`src/logic/eag_consts.svh`:
```
`ifndef EAG_CONSTS_SVH
`define EAG_CONSTS_SVH

`define EAG_WORD_W       32
`define EAG_HALF_W       16
`define EAG_BYTE_W       8
`define EAG_PC_BASE_OFS  32'h0000_0002
`define EAG_STEP_BYTE    32'h0000_0001
`define EAG_STEP_WORD    32'h0000_0002
`define EAG_STEP_LONG    32'h0000_0004
`define EAG_STEP_NONE    32'h0000_0000
`define EAG_SP_INDEX     3'h7
`define EAG_OPC_WORDS_S  2'h1
`define EAG_OPC_WORDS_L  2'h2
`define EAG_RESULT_ZERO  32'h0000_0000

`endif

```
`src/logic/eag_pkg.sv`:
```
package eag_pkg;

    typedef enum logic [3:0] {
        EAG_MODE_INDIRECT  = 4'h0,
        EAG_MODE_PREDEC    = 4'h1,
        EAG_MODE_POSTINC   = 4'h2,
        EAG_MODE_DISP      = 4'h3,
        EAG_MODE_INDEX     = 4'h4,
        EAG_MODE_ABS_SHORT = 4'h5,
        EAG_MODE_ABS_LONG  = 4'h6,
        EAG_MODE_PC_DISP   = 4'h7,
        EAG_MODE_PC_INDEX  = 4'h8,
        EAG_MODE_BRANCH    = 4'h9,
        EAG_MODE_IMMEDIATE = 4'ha
    } eag_mode_t;

    typedef enum logic [1:0] {
        EAG_SIZE_BYTE = 2'h0,
        EAG_SIZE_WORD = 2'h1,
        EAG_SIZE_LONG = 2'h2
    } eag_size_t;

    typedef enum logic [1:0] {
        EAG_ST_IDLE = 2'h0,
        EAG_ST_DONE = 2'h1
    } eag_state_t;

endpackage

```
`src/logic/eag_sext.sv`:
```
`timescale 1ns/100ps
`include "eag_consts.svh"

module eag_sext (
    input  wire logic [31:0] word_in,
    input  wire logic        use_byte,
    input  wire logic        use_half,
    output logic      [31:0] word_out
);

    always_comb begin
        if (use_byte) begin
            word_out = {{24{word_in[7]}}, word_in[7:0]};
        end else if (use_half) begin
            word_out = {{16{word_in[15]}}, word_in[15:0]};
        end else begin
            word_out = word_in;
        end
    end

endmodule // eag_sext

```
`src/logic/eag_effective_address.sv`:
```
// Behaviour
// - indirect uses register unchanged, no writeback
// - predecrement subtracts size, uses and writes back
// - postincrement uses register, then adds size
// - displacement mode adds sign-extended 16-bit displacement
// - index mode adds register, byte displacement, index
// - word index sign-extended low half; long full
// - absolute short sign-extends 16-bit address word
// - absolute long uses two words unchanged
// - pc displacement base is instruction address plus two
// - pc index adds base, byte displacement, index
// - branches pc-relative with sign-extended 8/16 displacement
// - long branch occupies opcode plus displacement word
// - immediate passes operand value through
// - register seven selects supervisor or user stack
`timescale 1ns/100ps
`include "eag_consts.svh"

module eag_effective_address #(
    parameter int WORD_W = `EAG_WORD_W
) (
    input  wire logic                 clock,
    input  wire logic                 rst,
    input  wire logic                 req_valid,
    input  wire eag_pkg::eag_mode_t   mode,
    input  wire eag_pkg::eag_size_t   op_size,
    input  wire logic [2:0]           base_sel,
    input  wire logic [2:0]           index_sel,
    input  wire logic                 index_is_addr,
    input  wire logic                 index_long_sized,
    input  wire logic                 supervisor_state,
    input  wire logic [15:0]          opcode_word,
    input  wire logic [15:0]          ext_word_hi,
    input  wire logic [15:0]          ext_word_lo,
    input  wire logic [WORD_W-1:0]    instr_addr,
    input  wire logic [WORD_W-1:0]    addr_reg_n_in [0:6],
    input  wire logic [WORD_W-1:0]    data_reg_n_in [0:7],
    input  wire logic [WORD_W-1:0]    supervisor_stack_ptr,
    input  wire logic [WORD_W-1:0]    user_stack_ptr,
    output logic                      res_valid,
    output logic [WORD_W-1:0]         ea_out,
    output logic                      ea_is_operand,
    output logic                      wb_en,
    output logic [2:0]                wb_sel,
    output logic                      wb_to_ssp,
    output logic [WORD_W-1:0]         wb_value,
    output logic [1:0]                opcode_words
);

    eag_pkg::eag_state_t state_reg;
    eag_pkg::eag_state_t state_next;
    logic [WORD_W-1:0]   ea_reg;
    logic [WORD_W-1:0]   ea_next;
    logic                operand_reg;
    logic                operand_next;
    logic                wb_en_reg;
    logic                wb_en_next;
    logic [2:0]          wb_sel_reg;
    logic [2:0]          wb_sel_next;
    logic                wb_ssp_reg;
    logic                wb_ssp_next;
    logic [WORD_W-1:0]   wb_val_reg;
    logic [WORD_W-1:0]   wb_val_next;
    logic [1:0]          words_reg;
    logic [1:0]          words_next;
    logic [WORD_W-1:0]   base_val;
    logic [WORD_W-1:0]   index_raw;
    logic [WORD_W-1:0]   index_val;
    logic [WORD_W-1:0]   disp8;
    logic [WORD_W-1:0]   disp16;
    logic [WORD_W-1:0]   branch8;
    logic [WORD_W-1:0]   pc_base;
    logic [WORD_W-1:0]   step;
    logic                long_branch;

    // register seven aliases the stack pointer of the current state
    function automatic logic [31:0] addr_read(input logic [2:0] sel,
                                              input logic       sup);
        if (sel == `EAG_SP_INDEX) begin
            addr_read = sup ? supervisor_stack_ptr : user_stack_ptr;
        end else begin
            addr_read = addr_reg_n_in[sel];
        end
    endfunction

    // plain 32-bit add: carries out are dropped, no overflow flag
    function automatic logic [31:0] wrap_add(input logic [31:0] a,
                                             input logic [31:0] b);
        wrap_add = a + b;
    endfunction

    // byte displacement sign-extended; shared by index modes and short branch
    function automatic logic [31:0] sext8(input logic [7:0] b);
        sext8 = {{24{b[7]}}, b};
    endfunction

    // word displacement or short address sign-extended
    function automatic logic [31:0] sext16(input logic [15:0] h);
        sext16 = {{16{h[15]}}, h};
    endfunction

    always_comb begin
        base_val  = addr_read(base_sel, supervisor_state);
        index_raw = index_is_addr ? addr_read(index_sel, supervisor_state)
                                  : data_reg_n_in[index_sel];
        pc_base   = wrap_add(instr_addr, `EAG_PC_BASE_OFS);
        long_branch = (opcode_word[7:0] == 8'h00);
        disp8     = sext8(ext_word_hi[7:0]);
        disp16    = sext16(ext_word_hi);
        branch8   = sext8(opcode_word[7:0]);
        case (op_size)
            eag_pkg::EAG_SIZE_BYTE: step = `EAG_STEP_BYTE;
            eag_pkg::EAG_SIZE_WORD: step = `EAG_STEP_WORD;
            eag_pkg::EAG_SIZE_LONG: step = `EAG_STEP_LONG;
            default:                step = `EAG_STEP_NONE;
        endcase
    end

    eag_sext u_idx (
        .word_in  (index_raw),
        .use_byte (1'b0),
        .use_half (~index_long_sized),
        .word_out (index_val)
    );

    always_comb begin
        state_next   = state_reg;
        ea_next      = ea_reg;
        operand_next = operand_reg;
        wb_en_next   = 1'b0;
        wb_sel_next  = wb_sel_reg;
        wb_ssp_next  = wb_ssp_reg;
        wb_val_next  = wb_val_reg;
        words_next   = words_reg;
        case (state_reg)
            eag_pkg::EAG_ST_IDLE,
            eag_pkg::EAG_ST_DONE: begin
                state_next = req_valid ? eag_pkg::EAG_ST_DONE : eag_pkg::EAG_ST_IDLE;
                if (req_valid) begin
                    operand_next = 1'b0;
                    wb_sel_next  = base_sel;
                    wb_ssp_next  = (base_sel == `EAG_SP_INDEX) && supervisor_state;
                    words_next   = `EAG_OPC_WORDS_S;
                    case (mode)
                        eag_pkg::EAG_MODE_INDIRECT: begin
                            ea_next = base_val;
                        end
                        eag_pkg::EAG_MODE_PREDEC: begin
                            ea_next     = base_val - step;
                            wb_en_next  = 1'b1;
                            wb_val_next = base_val - step;
                        end
                        eag_pkg::EAG_MODE_POSTINC: begin
                            ea_next     = base_val;
                            wb_en_next  = 1'b1;
                            wb_val_next = wrap_add(base_val, step);
                        end
                        eag_pkg::EAG_MODE_DISP: begin
                            ea_next = wrap_add(base_val, disp16);
                        end
                        eag_pkg::EAG_MODE_INDEX: begin
                            ea_next = wrap_add(wrap_add(base_val, disp8), index_val);
                        end
                        eag_pkg::EAG_MODE_ABS_SHORT: begin
                            ea_next = disp16;
                        end
                        eag_pkg::EAG_MODE_ABS_LONG: begin
                            ea_next = {ext_word_hi, ext_word_lo};
                        end
                        eag_pkg::EAG_MODE_PC_DISP: begin
                            ea_next = wrap_add(pc_base, disp16);
                        end
                        eag_pkg::EAG_MODE_PC_INDEX: begin
                            ea_next = wrap_add(wrap_add(pc_base, disp8), index_val);
                        end
                        eag_pkg::EAG_MODE_BRANCH: begin
                            // target is always relative to the program counter
                            ea_next = wrap_add(pc_base, long_branch ? disp16 : branch8);
                            words_next = long_branch ? `EAG_OPC_WORDS_L
                                                     : `EAG_OPC_WORDS_S;
                        end
                        eag_pkg::EAG_MODE_IMMEDIATE: begin
                            // value, not an address; byte/word in low word
                            operand_next = 1'b1;
                            case (op_size)
                                eag_pkg::EAG_SIZE_BYTE: ea_next = {24'h000000, ext_word_hi[7:0]};
                                eag_pkg::EAG_SIZE_WORD: ea_next = {16'h0000, ext_word_hi};
                                default:                ea_next = {ext_word_hi, ext_word_lo};
                            endcase
                        end
                        default: begin
                            ea_next = `EAG_RESULT_ZERO;
                        end
                    endcase
                end
            end
            default: begin
                state_next = eag_pkg::EAG_ST_IDLE;
            end
        endcase
    end

    always_ff @(posedge clock) begin
        if (rst) begin
            state_reg   <= eag_pkg::EAG_ST_IDLE;
            ea_reg      <= `EAG_RESULT_ZERO;
            operand_reg <= 1'b0;
            wb_en_reg   <= 1'b0;
            wb_sel_reg  <= 3'h0;
            wb_ssp_reg  <= 1'b0;
            wb_val_reg  <= `EAG_RESULT_ZERO;
            words_reg   <= `EAG_OPC_WORDS_S;
        end else begin
            state_reg   <= state_next;
            ea_reg      <= ea_next;
            operand_reg <= operand_next;
            wb_en_reg   <= wb_en_next;
            wb_sel_reg  <= wb_sel_next;
            wb_ssp_reg  <= wb_ssp_next;
            wb_val_reg  <= wb_val_next;
            words_reg   <= words_next;
        end
    end

    // odd word addresses are not trapped; software keeps them even
    assign res_valid     = (state_reg == eag_pkg::EAG_ST_DONE);
    assign ea_out        = ea_reg;
    assign ea_is_operand = operand_reg;
    assign wb_en         = wb_en_reg;
    assign wb_sel        = wb_sel_reg;
    assign wb_to_ssp     = wb_ssp_reg;
    assign wb_value      = wb_val_reg;
    assign opcode_words  = words_reg;

endmodule // eag_effective_address

```
`config.mk`:
```
export PLATFORM = sky130hd
export DESIGN_NAME = eag_effective_address
export DESIGN_NICKNAME = d
export VERILOG_FILES = /design/src/logic/eag_pkg.sv /design/src/logic/eag_sext.sv /design/src/logic/eag_effective_address.sv
export VERILOG_INCLUDE_DIRS = /design/src /design/src/logic
export SDC_FILE = /design/constraint.sdc
export NUM_CORES = 1
export LEC_CHECK = 0
export BUFFER_PORTS_ARGS = -buffer_cell sky130_fd_sc_hd__buf_4
export CELL_PAD_IN_SITES_DETAIL_PLACEMENT = 0
export CELL_PAD_IN_SITES_GLOBAL_PLACEMENT = 1
export CORE_AREA = 2 2 278 280
export DETAILED_ROUTE_END_ITERATION = 6
export DIE_AREA = 0 0 280 282
export PLACE_DENSITY = 0.63
export SYNTH_ARGS = -nofsm -noshare
export SYNTH_HDL_FRONTEND = slang
export SYNTH_HIERARCHICAL = 1
export SYNTH_SLANG_ARGS = --single-unit
export TNS_END_PERCENT = 1
```
`constraint.sdc`:
```
create_clock -name clock -period 5.7 [get_ports clock]
set_input_delay 0.57 -clock clock [delete_from_list [all_inputs] [get_ports clock]]
set_output_delay 0.57 -clock clock [all_outputs]
set_load 0.05 [all_outputs]
```
==> flow_summary.json <==
{
  "tritoncts": "built",
  "place_congestion": 1.01,
  "synth_area_per_cell_um2": 8.69,
  "warnings_synthesis": 6,
  "period_minus_slack_ps": 5690,
  "horizontal_die_dimension_um": 280,
  "global_route_wire_length_before_repair_mm": 193,
  "finalSetupViolations": 0,
  "clk_root_buffer_cell": "sky130_fd_sc_hd__clkbuf_16",
  "cts_made_buffers": 9,
  "maxSlewHeadroom_pct": -13.5,
  "crit_path_max_fanout": 6,
  "share_of_the_yosys_chip_area_belonging_to_registers_pct": 7.00,
  "detailedPlace.worstSlack_ps": -301,
  "synth_enable_flop_cells": 0,
  "detail_route.first_pass.iterations": 6,
  "fillerInstances": 7711,
  "die_area_um2": 79000,
  "crit_type": "input pin to flip-flop",
  "worstSkewPairLatency_ps": 370,
  "cts.clk_slew.worst_paths_ps": 80,
  "layout-area-overhead-vs-synth_pct": 44.8,
  "p_leak_nw": 13.1,
  "total_half_perimeter_wirelength_after_legalization_and_detailed_placement_mm": 122,
  "hold_class": "flip-flop to flip-flop",
  "worst_setup_path_end_kind": "flip-flop",
  "max_slew_violation_count": 17,
  "clock_sink_count": 73,
  "status": "finished, violations left",
  "cpPeakStageDelay_ps": 530,
  "remaining_drc_errors": 0,
  "timing.critical_path.buf_inv": 5,
  "crit_chain": "buf_4 -> buf_4 -> buf_4 -> buf_4 -> mux2_4 -> mux4_2 -> mux4_2 -> a21oi_4 -> buf_12 -> a21oi_2 -> fa_1 -> ha_1 -> a21o_1 -> a21oi_1 -> nand2b_1 -> a2111oi_0 -> a2111oi_2 -> o31a_1 -> xnor2_2 -> a221o_1 -> o31a_1",
  "finalPower_mw": 6.91,
  "critPathTopFamily": "compound AO/OA/AOI/OAI gates",
  "post_drt_wl_per_cell_um": 32.4,
  "ys.flop_type": "sky130_fd_sc_hd__dfxtp_1",
  "io-pin-count": 715,
  "max_slew.worst_pin.slew_ps": 1700,
  "cp_slowest_cell": "sky130_fd_sc_hd__mux4_2",
  "maxClockFrequency_mhz": 176,
  "gr-usage-all-layers_pct": 34.5,
  "drt_wl_total_mm": 141,
  "ctsHtreeMaxLevel": 3,
  "power_density_nw_per_um2": 228,
  "synth-compound-area-share_pct": 24.2,
  "core_area_um2": 75700,
  "nNetsFinal": 4190,
  "finalHoldWorstSlack_ps": 466,
  "grt_antenna_before_repair": 24,
  "pin_count_of_the_biggest_net_entering_global_routing": 58,
  "clock-skew-final_ps": 0,
  "layout_worst_path_cycle_share_pct": 99.7,
  "dr.first_iter.drc_count": 2622,
  "floorplan.rows": 101,
  "cts.path.max_buffers": 2,
  "postLayoutCellArea_um2": 30200,
  "global_route.overflow_total": 0,
  "final_hold_viol_count": 0,
  "routed_via_density": 5.90,
  "ys_types": 95,
  "synth_seq_cells": 73,
  "numPortBuffers": 706,
  "post_synth_xor_area_fraction_pct": 6.54,
  "ant_nets": 0,
  "crit_path_start_kind": "input pin",
  "post_synth_instance_area_um2": 20900,
  "layout.cells.most_common_list": "1082 x sky130_fd_sc_hd__buf_4, 184 x sky130_fd_sc_hd__mux4_2, 180 x sky130_fd_sc_hd__nand2_1, 165 x sky130_fd_sc_hd__a21oi_1, 154 x sky130_fd_sc_hd__nor2_1",
  "first_global_vias": 25800,
  "cap_violations": 0,
  "floorplan.initialDensity_pct": 27.6,
  "yosys.area_share.adder_pct": 14.2,
  "violations": "slew limit",
  "yosys.area_share.simple_pct": 16.2,
  "critPathArrivalTime_ps": 5950,
  "unrepaired_setup_endpoints_after_global_routing": "yes",
  "asyncSetResetFlopFracSynth_pct": 0,
  "synthMuxAreaShare_pct": 26.5,
  "syn_inst": 2405,
  "leading_cell_type_in_the_layout_fill_and_taps_excluded": "sky130_fd_sc_hd__buf_4",
  "die_y_um": 282,
  "vias": 25700,
  "placement.cell_area_um2": 29800,
  "multi_input_area_um2": 18500,
  "final_critical_path_setup_slack_ps": 15.0,
  "drive_above_1_share_pct": 41.8,
  "ctsHoldBuffers": 0,
  "critical-path-top-cell-by-count": "sky130_fd_sc_hd__buf_4",
  "required_ps": 5970,
  "synth_top_family_by_area": "multiplexers",
  "worst_ir_drop_vdd_mv": 0.140,
  "layout.area.seq_um2": 1460
}
==> routing by layer <==
metal | wire, um | track usage, % | up-vias
met4 | 4030 | 8.68 | 6
li1 | - | - | 11300
met5 | 38 | 0 | -
met1 | 60300 | 46.7 | 12900
met2 | 64800 | 56.6 | 1272
met3 | 11400 | 6.02 | 152
==> logic make-up after synthesis <==
| group | count (synthesis) |
|---|---|
| buffers and inverters | 248 |
| adder cells (fa/ha/maj) | 197 |
| flip-flops | 73 |
| multiplexers | 312 |
| AND/OR/NAND/NOR | 675 |
| XOR/XNOR | 156 |
| other | 1 |
| AO/OA/AOI/OAI | 743 |
==> what timing repair did <==
item,in CTS,in global routing
gates resized for setup,0,23
buffers inserted,0,1
endpoints found under the setup margin,0,11
==> path summary, 6_finish.rpt <==
kind / start / cells after the start / slack [ps] / to
setup reg to reg: ea_out[10]$_SDFFE_PP0P_ / 5 / 3610 / ea_out[10]$_SDFFE_PP0P_
hold reg to reg: wb_value[4]$_SDFFE_PP0P_ / 2 / 470 / wb_value[4]$_SDFFE_PP0P_
setup / recovery: supervisor_state / 21 / 10 / ea_out[30]$_SDFFE_PP0P_
hold / removal: wb_value[4]$_SDFFE_PP0P_ / 2 / 470 / wb_value[4]$_SDFFE_PP0P_
==> area by class of cell <==
type | instances | area share, %
antenna | 11 | 0.0910
clock buffer | 10 | 0.790
clock inverter | 5 | 0.186
inverter | 83 | 1.03
multi-input combinational | 2085 | 61.1
sequential | 73 | 4.83
tap | 978 | 4.05
timing repair buffer | 1099 | 27.9
==> through the flow <==
stage / setup TNS [ps] / utilization (%) / cells
4_1_cts: 0 / 39.8 / 4332
6_report: 0 / 40.0 / 4344
3_5_place_dp: -2560 / 39.4 / 4317
3_3_place_gp: -1800 / 39.4 / 4317
5_1_grt: -318 / 39.9 / 4339
2_1_floorplan: 0 / - / 2406
==> cells in the mapped netlist, types with 24 or more instances <==
master / instances / share of area [%]
sky130_fd_sc_hd__clkbuf_1: 102 / 1.8
sky130_fd_sc_hd__nand2b_1: 28 / 0.84
sky130_fd_sc_hd__nand3b_1: 24 / 0.86
sky130_fd_sc_hd__a21o_1: 64 / 2.3
sky130_fd_sc_hd__a211oi_1: 47 / 1.7
sky130_fd_sc_hd__ha_1: 129 / 7.7
sky130_fd_sc_hd__mux2i_1: 82 / 3.9
sky130_fd_sc_hd__a221oi_1: 33 / 1.4
sky130_fd_sc_hd__o211ai_1: 36 / 1.3
sky130_fd_sc_hd__nor2b_1: 24 / 0.72
sky130_fd_sc_hd__o21bai_1: 29 / 1.0
sky130_fd_sc_hd__xnor2_1: 94 / 3.9
sky130_fd_sc_hd__nor2_1: 155 / 2.8
sky130_fd_sc_hd__o21ai_0: 114 / 2.7
sky130_fd_sc_hd__a22oi_1: 46 / 1.7
sky130_fd_sc_hd__mux4_2: 184 / 20
sky130_fd_sc_hd__dfxtp_1: 73 / 7.0
sky130_fd_sc_hd__nand2_1: 181 / 3.3
sky130_fd_sc_hd__nand3_1: 64 / 1.5
sky130_fd_sc_hd__a31oi_1: 27 / 0.81
sky130_fd_sc_hd__nor3_1: 53 / 1.3
sky130_fd_sc_hd__inv_1: 77 / 1.4
sky130_fd_sc_hd__fa_1: 68 / 6.5
sky130_fd_sc_hd__mux2_2: 34 / 1.8
sky130_fd_sc_hd__xor2_1: 62 / 2.6
sky130_fd_sc_hd__a21oi_1: 172 / 4.1
sky130_fd_sc_hd__nand4_1: 41 / 1.2
==> where the power goes <==
group | total [mW] | internal [mW] | switching, mW | leakage [nW]
Combinational | 5.69 | 2.60 | 3.09 | 12.4
Clock | 0.648 | 0.350 | 0.299 | 0.144
Sequential | 0.569 | 0.539 | 0.0303 | 0.594
==> tightest hold or removal path: cells and delay by family, from the launching register on <==
family | cells | cell delay [ps]
flip-flops | 1 | 320
AO/OA/AOI/OAI | 1 | 50
AND/OR/NAND/NOR | 1 | 50
Power figures use the tool's default switching activity.
